==> src/logic/dat_pkg.sv <==
// dat_pkg: register map, field layout and reset values for the dma
// activity / time-out prescaler slice.
// assumes a 32-bit apb register bus and one system bus clock.
package dat_pkg;
  // register byte offsets
  localparam logic [11:0] ACT_STATUS_OFS = 12'h042C;
  localparam logic [11:0] PRESCALE_OFS   = 12'h0430;
  localparam logic [11:0] TO_ENABLE_OFS  = 12'h0434;
  localparam logic [11:0] TO_COUNT_OFS   = 12'h0440;
  // prescaler select fields
  localparam int CH0_SEL_LSB = 0;
  localparam int CH1_SEL_LSB = 4;
  localparam int SEL_W       = 3;
  // smallest divide exponent (divide by 2^8)
  localparam int DIV_EXP_BASE = 8;
  localparam int DIV_EXP_MAX  = 15;
  // field widths
  localparam int COUNT_W = 16;
  localparam int TO_CH   = 2;
  // reset values
  localparam logic [31:0] PRESCALE_RST = 32'h0000_0000;
  localparam logic [31:0] ZERO_WORD    = 32'h0000_0000;
  // free-running prescale counter width
  localparam int PRE_W = DIV_EXP_MAX;
endpackage

==> src/logic/dat_top.sv <==
// dat_top: channel activity status, one shared time-out tick prescaler with per-channel selects
// and the two time-out counters, behind an apb slave.
// assumes the transfer engine drives chan_busy synchronously to clk.
// limits: status shows the engine's busy lines one cycle late, and a
// select change moves the next tick at once rather than at a boundary
`timescale 1ns/10ps
module dat_top #(
  parameter int NUM_CH = 5  // channels reported in the status word
) (
  input  wire logic              clk,
  input  wire logic              rst,
  input  wire logic              psel,
  input  wire logic              penable,
  input  wire logic              pwrite,
  input  wire logic [11:0]       paddr,
  input  wire logic [31:0]       pwdata,
  output logic                   pready,
  output logic [31:0]            prdata,
  output logic                   pslverr,
  input  wire logic [NUM_CH-1:0] chan_busy,
  output logic [1:0]             timeout_tick,
  output logic [1:0]             timeout_event
);

  // elaboration-time guard: status word holds at most 32 channels,
  // and fewer than two leaves no channel for the second timer
  if (NUM_CH < 2 || NUM_CH > 32) begin : g_bad_ch
    $error("NUM_CH must be between 2 and 32");
  end

  // all block state lives in one packed struct: one always_comb builds
  // the next copy and one always_ff registers it, so every output is a
  // flop and there is no second clocked process to keep in step
  //
  // register map seen on paddr (byte addresses, one word each):
  //   status    - channel activity flags, read only
  //   prescale  - tick divider selects for channels 0 and 1
  //   enable    - time-out enables for channels 0 and 1
  //   counts    - 16-bit reload counts, channel 0 in the low half
  // anything else answers with pslverr and reads zero; writes to the
  // status word answer normally but change nothing
  //
  typedef struct packed {
    logic [NUM_CH-1:0]                   channel_active_flag;
    logic [dat_pkg::SEL_W-1:0]           ch0_tick_divider_select;
    logic [dat_pkg::SEL_W-1:0]           ch1_tick_divider_select;
    logic [dat_pkg::TO_CH-1:0]           timeout_function_enable;
    logic [dat_pkg::COUNT_W-1:0]         count0;    // reload value ch0
    logic [dat_pkg::COUNT_W-1:0]         count1;    // reload value ch1
    logic [dat_pkg::COUNT_W-1:0]         remain0;   // ticks left ch0
    logic [dat_pkg::COUNT_W-1:0]         remain1;   // ticks left ch1
    logic [dat_pkg::PRE_W-1:0]           pre_cnt;   // free-running
    logic [1:0]                          tick;
    logic [1:0]                          expire;
    logic                                ready;
    logic [31:0]                         rdata;
    logic                                slverr;
  } dat_state_t;

  // st is what the flops hold now, next_st what they take next edge
  dat_state_t st;       // registered state
  dat_state_t next_st;  // next value

  // the prescaler is one shared free-running counter, not one per
  // channel: a select change takes hold at once with no restart, at
  // the cost of a first tick that may land anywhere in the new period
  // tick when the low (8+sel) bits of the counter are about to wrap,
  // so each tick is exactly one cycle wide and one division apart
  function automatic logic tick_due(
    input logic [dat_pkg::PRE_W-1:0] cnt,
    input logic [dat_pkg::SEL_W-1:0] sel
  );
    logic [dat_pkg::PRE_W-1:0] mask;
    // low 8+sel bits set; the widest case, select 7, fills all 15
    mask = dat_pkg::PRE_W'((32'd1 << (dat_pkg::DIV_EXP_BASE + 32'(sel)))
                           - 32'd1);
    return (cnt & mask) == mask;
  endfunction

  // the timer only runs while its enable is set and the channel is
  // busy; once it reaches zero it parks there, so one stall gives one
  // event until the channel goes idle or the enable drops
  // a count of zero never fires, which leaves an unset timer harmless
  // one timer step: reload while disabled or idle, count down on ticks
  function automatic logic [dat_pkg::COUNT_W:0] timer_step(
    input logic                        en,
    input logic                        busy,
    input logic                        tk,
    input logic [dat_pkg::COUNT_W-1:0] rem,
    input logic [dat_pkg::COUNT_W-1:0] load
  );
    logic [dat_pkg::COUNT_W-1:0] nr;
    logic                        ex;
    nr = rem;
    ex = 1'b0;
    // idle or disabled: keep the reload value ready for the next stall
    if (!en || !busy) begin
      nr = load;
    end else if (tk && rem != '0) begin
      nr = rem - dat_pkg::COUNT_W'(1);
      ex = (rem == dat_pkg::COUNT_W'(1));
    end
    // expiry flag rides on top of the new remainder
    return {ex, nr};
  endfunction

  // an access is served once: the first access-phase cycle raises
  // ready, and ready itself blocks a second hit in the next cycle, so
  // a master that holds penable over the answer is not served twice
  logic setup_ok;  // access phase of an apb transfer
  assign setup_ok = psel && penable && !st.ready;

  // next-state logic for the whole block
  always_comb begin
    logic [dat_pkg::COUNT_W:0] r0;
    logic [dat_pkg::COUNT_W:0] r1;
    next_st = st;
    r0 = '0;
    r1 = '0;
    // activity flags follow the engine; idle reads zero
    next_st.channel_active_flag = chan_busy;
    // prescaler wraps at 2^15, the longest division; every shorter one
    // is a mask of its low bits, so all selects share one counter
    next_st.pre_cnt = st.pre_cnt + dat_pkg::PRE_W'(1);
    next_st.tick[0] = tick_due(st.pre_cnt,
                               st.ch0_tick_divider_select);
    next_st.tick[1] = tick_due(st.pre_cnt,
                               st.ch1_tick_divider_select);
    // time-out timers: busy comes from the registered flags, so a
    // stall is timed from the cycle the status word first shows it
    r0 = timer_step(st.timeout_function_enable[0],
                    st.channel_active_flag[0], st.tick[0],
                    st.remain0, st.count0);
    r1 = timer_step(st.timeout_function_enable[1],
                    st.channel_active_flag[1], st.tick[1],
                    st.remain1, st.count1);
    next_st.remain0 = r0[dat_pkg::COUNT_W-1:0];
    next_st.remain1 = r1[dat_pkg::COUNT_W-1:0];
    // expiry pulses last one cycle, like the ticks
    next_st.expire = {r1[dat_pkg::COUNT_W], r0[dat_pkg::COUNT_W]};
    // apb: one wait state, answer the cycle after penable rises
    // rdata and slverr default to zero so both read as zero outside
    // the answer cycle
    next_st.ready  = setup_ok;
    next_st.slverr = 1'b0;
    next_st.rdata  = dat_pkg::ZERO_WORD;
    if (setup_ok) begin
      if (paddr == dat_pkg::ACT_STATUS_OFS) begin
        // writes dropped, upper bits zero
        // the flags already carry the one-cycle delay of the busy flops
        if (!pwrite) begin
          next_st.rdata = 32'(st.channel_active_flag);
        end
      end else if (paddr == dat_pkg::PRESCALE_OFS) begin
        // only the two select fields are stored; the rest reads zero
        if (pwrite) begin
          next_st.ch0_tick_divider_select =
            pwdata[dat_pkg::CH0_SEL_LSB +: dat_pkg::SEL_W];
          next_st.ch1_tick_divider_select =
            pwdata[dat_pkg::CH1_SEL_LSB +: dat_pkg::SEL_W];
        end else begin
          next_st.rdata[dat_pkg::CH0_SEL_LSB +: dat_pkg::SEL_W] =
            st.ch0_tick_divider_select;
          next_st.rdata[dat_pkg::CH1_SEL_LSB +: dat_pkg::SEL_W] =
            st.ch1_tick_divider_select;
        end
      end else if (paddr == dat_pkg::TO_ENABLE_OFS) begin
        // two enable bits kept, reserved bits dropped
        if (pwrite) begin
          next_st.timeout_function_enable =
            pwdata[dat_pkg::TO_CH-1:0];
        end else begin
          next_st.rdata[dat_pkg::TO_CH-1:0] = st.timeout_function_enable;
        end
      end else if (paddr == dat_pkg::TO_COUNT_OFS) begin
        // low half reloads channel 0, high half channel 1
        if (pwrite) begin
          next_st.count0 = pwdata[dat_pkg::COUNT_W-1:0];
          next_st.count1 = pwdata[2*dat_pkg::COUNT_W-1:dat_pkg::COUNT_W];
        end else begin
          next_st.rdata = {st.count1, st.count0};
        end
      end else begin
        // unmapped address: error answer, reads zero
        next_st.slverr = 1'b1;
      end
    end
  end

  // state register; every field resets to a constant
  // reset clears everything: selects to divide-by-256, timers
  // disabled, status all idle, bus answer quiet
  always_ff @(posedge clk or posedge rst) begin
    if (rst) begin
      st <= '0;
    end else begin
      st <= next_st;
    end
  end

  // outputs straight from flip-flops
  // no output logic of its own: the port values are the flops, which
  // keeps the answer one clean cycle after the access phase
  assign pready        = st.ready;
  assign prdata        = st.rdata;
  assign pslverr       = st.slverr;
  assign timeout_tick  = st.tick;
  assign timeout_event = st.expire;

endmodule

==> config.mk <==
export PLATFORM = sky130hd
export DESIGN_NAME = dat_top
export DESIGN_NICKNAME = d
export VERILOG_FILES = /design/src/logic/dat_pkg.sv /design/src/logic/dat_top.sv
export SDC_FILE = /design/constraint.sdc
export NUM_CORES = 1
export LEC_CHECK = 0
export BUFFER_PORTS_ARGS = -buffer_cell sky130_fd_sc_hd__buf_2
export CORE_ASPECT_RATIO = 1.5
export CORE_MARGIN = 3
export CORE_UTILIZATION = 34
export CTS_CLUSTER_DIAMETER = 200
export DETAILED_ROUTE_END_ITERATION = 12
export PLACE_DENSITY = 0.51
export SKIP_LAST_GASP = 1
export SLEW_MARGIN = 25
export SYNTH_ARGS = -nofsm -noshare
export SYNTH_HDL_FRONTEND = slang
export SYNTH_SLANG_ARGS = --single-unit
==> constraint.sdc <==
create_clock -name clk -period 3.9 [get_ports clk]
set_input_delay 0.195 -clock clk [delete_from_list [all_inputs] [get_ports clk]]
set_output_delay 0.195 -clock clk [all_outputs]
set_load 0.03 [all_outputs]
# == Yosys cells after proc, flatten, opt, wreduce, memory -nomap -nowiden ==
# Cells that the tools add are included.
# word_totals
reg_bits,130
input_bits,54
out_inout_bits,38
word_cells,80
# classes
n_addsub,7
eq_ne,8
shifts,2
mux,26
bitwise,5
reduce_logical,18
# ops
cell,n
2-to-1 mux 32 bit,3
2-to-1 mux 16 bit,4
"== test 12 x 11 -> 1 bit, second input constant",4
2-to-1 mux 33 bit,1
"== test 16 x 1 -> 1 bit, second input constant",2
nonzero test 16 bit,2
"subtractor 16 x 1 -> 16 bit, second input constant",2
bitwise AND 15 bit,2
== test 15 bit,2
2-to-1 mux 30 bit,1
"left shift 1 x 5 -> 15 bit, first input constant",2
"subtractor 15 x 1 -> 15 bit, second input constant",2
2-to-1 mux 25 bit,1
"adder 15 x 1 -> 15 bit, second input constant",1
2-to-1 mux 3 bit,4
"adder 4 x 3 -> 5 bit, first input constant",2
2-to-1 mux 1 bit,9
AND reduction 6 bit,1
logical NOT 1 bit,5
2-to-1 mux 5 bit,1
AND reduction 5 bit,1
logical AND 1 bit,4
2-to-1 mux 2 bit,2
AND reduction 4 bit,1
3 further kinds,7

# == Logic depth before layout (Yosys ltp) ==
# Gate-level depths: netlist of run 1.
# depth
ltp_word,6
ltp_mapped,8

# == Least setup slack after synthesis of run 1 ==
# OpenSTA, ideal clock, no wires.
# synth_path
path_kind,reg-to-reg
startpoint,register st[62] (netlist name)
endpoint,register st[68] (netlist name)
t_arrival_ps,1908
required_ps,3818
path_slack_ps,1910
path_stages_with_launch,5
period_less_slack_ps,1990
cell_sequence,dfrtp_1 -> or4_4 -> a2111oi_4 -> or4b_1 -> a31oi_1
# synth_between
elab_chain_cells,3
# synth_lines
element,line,rtl
"start, declared",dat_top.sv:61,dat_state_t st;
"start signal, assigned",dat_top.sv:197,st <= next_st;
subtractor 16 x 1 -> 16 bit / nonzero test 16 bit (equally long branches),"dat_top.sv:100, dat_top.sv:99",
2-to-1 mux 16 bit / logical AND 1 bit (equally long branches),dat_top.sv:99,end else if (tk && rem != '0) begin
2-to-1 mux 16 bit / nonzero test 2 bit (equally long branches),n/a,
# Several ways; a longest one is shown, not always the timed one. The select of a mux whose other input is x is not followed.
# A chain may end at the register's enable or synchronous reset.

# == Worst setup path in the final report of run 1 ==
# layout_path
startpoint,register st[65] (netlist name)
endpoint,register st[54] (netlist name)
# layout_between
elab_chain_cells,3
# layout_lines
element,line
nonzero test 16 bit,dat_top.sv:99
logical AND 1 bit,dat_top.sv:99
nonzero test 2 bit (no source line),n/a
# No other way between the ends.

==> results of run 1 <==
==> metrics by stage <==
step | cell area [µm²] | instances
floorplan | 6427 | 600
global placement | 6833 | 886
detailed placement | 6833 | 886
CTS | 7591 | 934
global route | 7625 | 935
finish | 7625 | 935
==> layout by cell type (no fill, tap or decap), drive strengths merged, types with 4 or more instances in the layout <==
master,synthesis,final
or3,5,5
o21ai,22,22
nand2b,6,6
dfrtp,130,130
dlygate4sd3,0,16
nor4,11,11
nand4,15,15
or4,6,6
nor3,10,10
and3,7,7
mux2i,9,9
nand3b,5,5
a21oi,11,11
nor3b,4,4
nand3,16,16
nor2b,4,4
xor2,4,4
nand2,40,40
ha,9,9
clkinv,0,4
a32oi,4,4
nor4b,4,4
and2,31,31
inv,15,17
mux2,40,40
a21o,5,5
clkbuf,17,21
xnor2,9,9
buf,42,94
a211oi,4,4
o31ai,8,8
a31oi,22,22
nor2,45,45
==> synth_stat cells (all sizes together) (5+ instances only) <==
master,n
or3,5
nand4,15
o31ai,8
nand3b,5
ha,9
dfrtp,130
clkbuf,17
nor2,45
mux2i,9
or4,6
a31oi,22
o21ai,22
nand2b,6
and2,31
xnor2,9
a21oi,11
nand2,40
nor4,11
inv,15
nor3,10
and3,7
a21o,5
buf,42
mux2,40
nand3,16
==> cell families after synthesis <==
family / count (synthesis) / synth area share [%]
and+or+nand+nor: 224 / 19.74
xor gates and xnor gates: 13 / 1.771
adders and majority gates: 9 / 1.752
DFF: 130 / 50.61
muxes: 49 / 8.410
buffers and inverters: 74 / 6.988
AOI/OAI and AO/OA: 101 / 10.73
==> final timing paths <==
check                            from    endpoint  slack, ns  cells after the start
max                            st[65]      st[54]       1.60                      4
min reg2reg                    st[38]      st[38]       0.45                      1
min                        pwdata[30]      st[99]       0.02                      2
max in group asynchronous         rst     st[107]       2.58                      4
max reg2reg                    st[65]      st[54]       1.60                      4
min in group asynchronous         rst  prdata[17]       0.38                      3
==> per-layer routing <==
metal  vias up  GRT usage (%)
met5         -              0
met4         0          6.259
met3        23          3.548
met2       109          27.39
met1      2424          17.51
li1       2280              -
==> sequential cells by signal, summed over array words and instances (netlist names) <==
signal,cells
prdata,32
st,92
pready,1
timeout_event,2
pslverr,1
timeout_tick,2
==> what timing repair did <==
action,CTS,global route
hold buffers,16,0
endpoints found under the hold margin,68,0
gates resized for setup,0,0
==> power groups by stage <==
stage / sequential (mW) / clock, mW / combinational [mW]
after floorplan: 1.38 / 0 / 0.0371
after global placement: 1.38 / 0 / 0.0876
after detailed placement: 1.38 / 0 / 0.0887
after CTS: 1.36 / 1.64 / 0.102
after global routing: 1.36 / 1.71 / 0.112
final: 1.36 / 1.60 / 0.0984
==> worst max-delay path: cells and delay by family (launching register included) <==
kind | cells | cell delay [ns]
compound gates | 2 | 0.47
flops | 1 | 0.46
simple gates | 2 | 1.30
==> cell type report <==
cell class | count | area, µm²
fill | 1814 | 10920
sequential | 130 | 3253
multi-input combinational | 396 | 2739
timing repair buffer | 110 | 658.1
clock buffer | 21 | 470.5
tap | 252 | 315.3
clock inverter | 11 | 127.6
inverter | 15 | 61.31
==> run_results.csv, run 1 <==
group,metric,value,unit
grt,first_global_vias,5023,
worst_setup_path,crit_required,4.23,ns
floorplan,start_util,34.66,%
clocking,postCtsSetupBuffers,0,
floorplan,die_area,0.02062,mm²
pwr,combPwrFrac,3.2,%
clocking,cts-buffers-inserted,17,
clocking,clock-sinks,130,
sta,finClkSkew,0.009529,ns
synthesis,ys_types,63,
clocking,cts_tree,"built",
sta,worst_slew_pin_slew,0.9060,ns
grt,antenna_found_initial,0,
synthesis,synth_flop_cell,"dfrtp_1",
worst_setup_path,arrival,2.64,ns
grt,grt_pass1_wl,25410,µm
synthesis,ys_top_cells_by_area,"dfrtp_1 51%, mux2_2 6.8%, buf_4 4.6%",
synthesis,synth-warning-count,0,
clocking,htree_levels,4,
route,routedWlPerCell,16.43,µm
synthesis,yosysSeqAreaShare,50.61,%
sta,relSlewSlack,39.60,%
pwr,total_power,3.057,mW
floorplan,io_pins,92,
sta,finalSetupViolCount,0,
floorplan,rows,61,
sta,timing.final.crit_share,59.10,%
synthesis,synthesis.instances,600,
route,routed.top_layer,"met4",
cells_and_area,layout-drive-gt1-share,26.65,%
worst_setup_path,critPathMaxStageDelay,0.81,ns
pwr,p_int,2.389,mW
cells_and_area,syn2layout_area_growth,18.63,%
place,port_buffers,91,
route,dr_wl_met2,8151,µm
synthesis,syn_area,0.006427,mm²
run,maxCapViolations,0,
clocking,cts_buffer_depth,2,
worst_setup_path,criticalPathCategory,"flop to flop",
route,dr.first_iter.drc_count,297,
worst_setup_path,crit_path_cell_trace,"nor4_2 -> nand4_1 -> a21o_1 -> a31oi_1",
synthesis,synth_top_area_share,50.61,%
grt,gr-total-overflow,0,
pwr,p_seq_share,44.4,%
synthesis,synthesis.nets,663,
route,drc,0,
grt,grt_start_max_net_pins,56,
clocking,clk_pin_slew,0.06,ns
sta,fin_crit,2.305,ns
sta,finalSetupTns,0,ns
cells_and_area,diodes,0,
route,dr.pass1.iters,5,
worst_setup_path,slowest_stage,"nor4_2",
place,dp_worst_setup_slack,1.258,ns
synthesis,yosysTopAreaCell,"dfrtp_1",
sta,finalMaxSlewViolations,0,
place,dpl.hpwl,11020,µm
route,route.met3.wl,579,µm
sta,rsz0062_at_grt,"false",
sta,whs,0.01646,ns
pwr,powerDensity,401.0,mW/mm²
pwr,p_leak,3.636,nW
min_path,hold_path.class,"input pin to flop",
status,status,"completed",
pwr,peakVddDrop,177.6,µV
floorplan,die_x,118.3,µm
sta,final_hold_viol_count,0,
route,vias_per_cell,5.172,
synthesis,synth_seq_cells,130,
worst_setup_path,critPathLaunchType,"flop",
synthesis,avgSynthCellArea,10.71,µm²
grt,grt_usage,15.32,%
synthesis,synth-async-reset-ratio,100.0,%
pwr,clockPowerShare,52.4,%
pwr,power_switching,0.6686,mW
route,vias,4836,
floorplan,die_y,174.4,µm
place,place_congestion,0.8460,
floorplan,core,0.01855,mm²
route,wl_met1,6282,µm
cells_and_area,final_nets,733,
sta,fmaxAchievable,0.4338,GHz
cells_and_area,final_core_util,41.11,%
pwr,switching_share,21.87,%
route,ant_nets,0,
sta,setup_slack,1.595,ns
route,wirelength,15360,µm
synthesis,synth_edf_count,0,
clocking,insertion_delay,0.42,ns
worst_setup_path,end_kind,"flop",
clocking,cts-root-buf,"clkbuf_16",
worst_setup_path,critPathMaxFanout,8,
No activity file was read; power rests on OpenSTA's default activity.
==> run 2: changes to the inputs <==
- clock period: 3.9 -> 1.99 ns (I/O delays scaled with it)
==> run_results.csv, run 2 (synthesis gave the netlist of run 1 again) <==
group,metric,value,unit
sta,fin_crit,1.906,ns
place,place_congestion,0.8903,
grt,antenna_found_initial,0,
cells_and_area,largest_register,"st",
sta,relSlewSlack,55.71,%
sta,finalSetupViolCount,0,
cells_and_area,final_nets,803,
route,ant_nets,0,
status,status,"completed",
clocking,cts-buffers-inserted,17,
worst_setup_path,critPathMaxStageDelay,0.55,ns
floorplan,start_util,34.66,%
cells_and_area,final_cell_area,0.008197,mm²
clocking,insertion_delay,0.42,ns
grt,gr-total-overflow,0,
pwr,peakVddDrop,521.5,µV
pwr,p_leak,3.954,nW
grt,grt_usage,15.98,%
clocking,htree_levels,4,
worst_setup_path,slowest_stage,"or4_4",
min_path,hold_path.class,"input pin to flop",
cells_and_area,layout-drive-gt1-share,31.34,%
grt,grt_pass1_wl,26240,µm
worst_setup_path,end_kind,"flop",
sta,timing.final.crit_share,95.77,%
worst_setup_path,crit_required,2.33,ns
floorplan,die_x,118.3,µm
route,dr.pass1.iters,4,
clocking,cts_tree,"built",
grt,first_global_vias,5114,
cells_and_area,final_core_util,44.19,%
sta,worst_slew_pin_slew,0.6640,ns
clocking,cts_buffer_depth,2,
place,dpl.hpwl,11800,µm
sta,finClkSkew,0.01276,ns
run,maxCapViolations,0,
worst_setup_path,critPathMaxFanout,4,
worst_setup_path,criticalPathCategory,"flop to flop",
route,vias,5034,
floorplan,io_pins,92,
route,wirelength,16050,µm
sta,rsz0062_at_grt,"true",
cells_and_area,layout_common_cells,"130 x dfrtp_1, 91 x buf_2, 46 x buf_4",
place,placed_area,0.007207,mm²
cells_and_area,syn2layout_area_growth,27.53,%
cells_and_area,layout_commonest_cell,"dfrtp_1",
grt,grt_start_max_net_pins,76,
place,port_buffers,91,
route,routedWlPerCell,15.97,µm
worst_setup_path,critPathLaunchType,"flop",
clocking,cts-root-buf,"clkbuf_16",
cells_and_area,largest_reg_flops,92,
clocking,clk_pin_slew,0.06,ns
sta,finalMaxSlewViolations,0,
sta,final_hold_viol_count,0,
cells_and_area,fillers,1766,
route,drc,0,
sta,fmaxAchievable,0.5247,GHz
worst_setup_path,crit_path_cell_trace,"or4_4 -> a2111oi_4 -> or4b_1 -> a31oi_1",
floorplan,die_y,174.4,µm
worst_setup_path,arrival,2.24,ns
clocking,clock-sinks,130,
route,vias_per_cell,5.009,
floorplan,rows,61,
floorplan,die_area,0.02062,mm²
route,dr.first_iter.drc_count,156,
pwr,powerDensity,698.8,mW/mm²
floorplan,core,0.01855,mm²
cells_and_area,diodes,0,
==> run 2: cell count changes in the layout (fill, tap and decap cells not counted), moves of 2 or more <==
cell,delta
dlygate4sd3_1,+24
clkbuf_8,-3
ha_1,-3
ha_2,+3
buf_4,+44
inv_2,+2
clkinv_4,+4
buf_12,+3
bufinv_16,-2
inv_1,-2
==> run 2: through the flow <==
step | instances | hold slack [ns] | power [mW] | setup slack [ns] | setup TNS, ns
floorplan | 600 | 0.1309 | 2.783 | 0.06689 | 0
global placement | 931 | 0.2098 | 2.889 | 0.05910 | 0
detailed placement | 931 | 0.2088 | 2.894 | -0.02432 | -0.02432
CTS | 1003 | 0.1035 | 5.832 | 0.003551 | 0
global route | 1005 | 0.1538 | 5.976 | -0.01867 | -0.01867
finish | 1005 | 0.1266 | 5.727 | 0.08413 | 0
==> run 2: worst paths after layout <==
check | from | to | slack (ns) | cells past startpoint
max in group asynchronous | rst | prdata[29] | 1.26 | 4
max | st[62] | st[68] | 0.08 | 4
min reg2reg | st[38] | st[38] | 0.46 | 1
min | pwrite | prdata[6] | 0.13 | 5
max reg2reg | st[62] | st[68] | 0.08 | 4
min in group asynchronous | rst | st[113] | 0.33 | 4
==> run 2: area by class of cell <==
type                    instances  area [µm²]  share of cell area [%]
flip-flops and latches        130        3253                   39.69
clock inverters                14       108.9                   1.328
well taps                     252       315.3                   3.847
repair buffers                180        1261                   15.39
inverters                      15       60.06                  0.7327
clock buffers                  18       429.2                   5.236
multi-input cells             396        2769                   33.78
==> run 2: timing repair <==
| action | in CTS | in global routing |
|---|---|---|
| resized for setup | 1 | 9 |
| pin swaps | 0 | 3 |
| buffers inserted | 0 | 2 |
| endpoints found under the setup margin | 1 | 19 |
| hold buffers | 40 | 0 |
| hold endpoints to repair | 176 | 0 |
==> run 2: per-layer routing <==
layer  up-vias  GRT usage, %  wire length, µm
li1       2418             -                -
met1      2506         17.36             6409
met2        88         29.73             8856
met3        22         4.004              460
met4         0         5.770              323
met5         -             0                0
==> run 2: where the power goes <==
part           internal [mW]  leakage, nW  total [mW]  switching (mW)
clock network           1.60        0.261        2.83            1.22
logic                  0.120         1.90       0.242           0.122
registers               2.65         1.79        2.66         0.00643
==> run 2: critical path: cells and delay by family, from the launching register on <==
family          cells  cell delay, ns
simple gates        2            1.01
compound gates      2            0.45
flops               1            0.37
==> run 3: changes to the inputs <==
- PLACE_DENSITY: 0.51 -> 0.49
- clock period: 1.99 -> 2.1 ns (I/O delays scaled with it)
==> run_results.csv, run 3 (synthesis gave the netlist of run 1 again) <==
group,metric,value,unit
worst_setup_path,critPathMaxStageDelay,0.70,ns
clocking,clk_pin_slew,0.06,ns
grt,grt_usage,16.25,%
place,place_inst,927,
grt,grt_pass1_wl,26800,µm
min_path,hp-start,"pwrite",
pwr,powerDensity,705.3,mW/mm²
worst_setup_path,critPathLaunchType,"flop",
pwr,p_leak,3.971,nW
floorplan,die_x,118.3,µm
sta,finalMaxSlewViolations,0,
route,dr.first_iter.drc_count,258,
route,vias_per_cell,4.977,
worst_setup_path,end_kind,"flop",
grt,antenna_found_initial,0,
cells_and_area,fin_cells,1003,
pwr,peakVddDrop,497.9,µV
cells_and_area,final_nets,801,
cells_and_area,final_core_util,44.40,%
worst_setup_path,crit_required,2.43,ns
sta,fmaxAchievable,0.4990,GHz
worst_setup_path,path_delay_family,"simple AND/OR/NAND/NOR gates",
floorplan,die_area,0.02062,mm²
route,wirelength,16030,µm
clocking,cts_tree,"built",
sta,whs,0.1395,ns
grt,grt_start_max_net_pins,48,
status,status,"completed",
clocking,htree_levels,4,
route,ant_nets,0,
pwr,switching_share,21.51,%
pwr,p_seq_share,43.4,%
pwr,clockPowerShare,52.6,%
worst_setup_path,reg2reg_slack,0.1,ns
clocking,cts-buffers-inserted,17,
floorplan,rows,61,
min_path,holdPathStages,5,
pwr,p_int,4.559,mW
worst_setup_path,worst-path-buf-inv,0,
place,place_congestion,0.8942,
cells_and_area,syn2layout_area_growth,28.11,%
clocking,cts_buffer_depth,2,
pwr,power_switching,1.249,mW
cells_and_area,layout_commonest_cell,"dfrtp_1",
sta,finalSetupTns,0,ns
worst_setup_path,criticalPathCategory,"flop to flop",
floorplan,start_util,34.66,%
sta,final_hold_viol_count,0,
worst_setup_path,rr_worst_depth,3,
cells_and_area,layout_common_cells,"130 x dfrtp_1, 91 x buf_2, 45 x nor2_1",
sta,timing.final.crit_share,95.44,%
clocking,cts-root-buf,"clkbuf_16",
cells_and_area,fillers,1796,
sta,fin_crit,2.004,ns
pwr,combPwrFrac,4.0,%
worst_setup_path,r2r-start,"st[81]",
place,dpl.hpwl,11820,µm
clocking,insertion_delay,0.41,ns
cells_and_area,layout-drive-gt1-share,30.23,%
grt,first_global_vias,5267,
worst_setup_path,critPathMaxFanout,5,
route,dr.pass1.iters,4,
clocking,clock-sinks,130,
route,vias,4992,
worst_setup_path,crit_path_cell_trace,"or4_1 -> or4b_2 -> a31oi_1",
sta,setup_slack,0.09581,ns
min_path,hold_end,"prdata[6]",
place,placed_area,0.007189,mm²
grt,gr-total-overflow,0,
min_path,hold_path.class,"input pin to flop",
place,dp_worst_setup_slack,0.05737,ns
route,routedWlPerCell,15.99,µm
sta,worst_slew_pin_slew,0.6346,ns
floorplan,die_y,174.4,µm
sta,rsz0062_at_grt,"false",
worst_setup_path,arrival,2.34,ns
cells_and_area,diodes,0,
cells_and_area,largest_reg_flops,92,
pwr,total_power,5.807,mW
run,maxCapViolations,0,
sta,finalSetupViolCount,0,
worst_setup_path,crit_start,"st[81]",
place,port_buffers,91,
cells_and_area,final_cell_area,0.008234,mm²
sta,finClkSkew,0.006745,ns
floorplan,core,0.01855,mm²
cells_and_area,largest_register,"st",
worst_setup_path,r2r-end,"st[83]",
worst_setup_path,slowest_stage,"or4b_2",
route,drc,0,
sta,relSlewSlack,57.67,%
floorplan,io_pins,92,
-- run 3: cell types whose count changed in the layout (fill, tap and decap cells not counted), sizes merged --
cell	change
buf	-2
bufinv	+3
clkbuf	+1
clkinv	-3
clkinvlp	+1
inv	-2
-- run 3: per-layer routing --
| metal | up-vias | share of wire, % | GRT usage, % |
|---|---|---|---|
| met5 | - | 0 | 0 |
| met2 | 90 | 55 | 30.37 |
| met3 | 26 | 2.6 | 3.613 |
| met1 | 2471 | 40 | 17.66 |
| li1 | 2405 | - | - |
| met4 | 0 | 2.7 | 6.259 |
-- run 3: layout make-up --
| cell class | instances | area [µm²] | share of cell area, % |
|---|---|---|---|
| tap | 252 | 315.3 | 3.829 |
| multi-input combinational | 396 | 2735 | 33.22 |
| clock inverter | 13 | 158.9 | 1.930 |
| sequential | 130 | 3253 | 39.51 |
| inverter | 15 | 60.06 | 0.7294 |
| timing repair buffer | 178 | 1259 | 15.29 |
| clock buffer | 19 | 452.9 | 5.501 |
-- run 3: worst reg2reg max path, delay by kind of cell (launching register included) --
family / cells / cell delay, ns
AOI/OAI and AO/OA: 1 / 0.18
DFF: 1 / 0.41
and+or+nand+nor: 2 / 1.33
-- run 3: power by group through the flow --
| stage | sequential [mW] | clock (mW) | combinational (mW) |
|---|---|---|---|
| 2_1_floorplan | 2.57 | 0 | 0.0693 |
| 3_3_place_gp | 2.57 | 0 | 0.175 |
| 3_5_place_dp | 2.57 | 0 | 0.179 |
| 4_1_cts | 2.52 | 3.13 | 0.236 |
| 5_1_grt | 2.52 | 3.25 | 0.261 |
| 6_report | 2.52 | 3.06 | 0.230 |
-- run 3: worst max-delay path by stage --
stage	slack, ns	cells past startpoint	to
2_1_floorplan	0.11	4	st[68]
3_3_place_gp	0.08	4	st[68]
3_5_place_dp	0.06	6	st[80]
4_1_cts	0.05	6	st[77]
5_1_grt	0.02	6	st[68]
6_report	0.1	3	st[83]
-- run 3: what timing repair did --
action                                  CTS  global route
buffers inserted                          0             4
endpoints found under the setup margin    0            13
hold endpoints to repair                 67             0
resized for setup                         0             1
hold buffers                             40             0
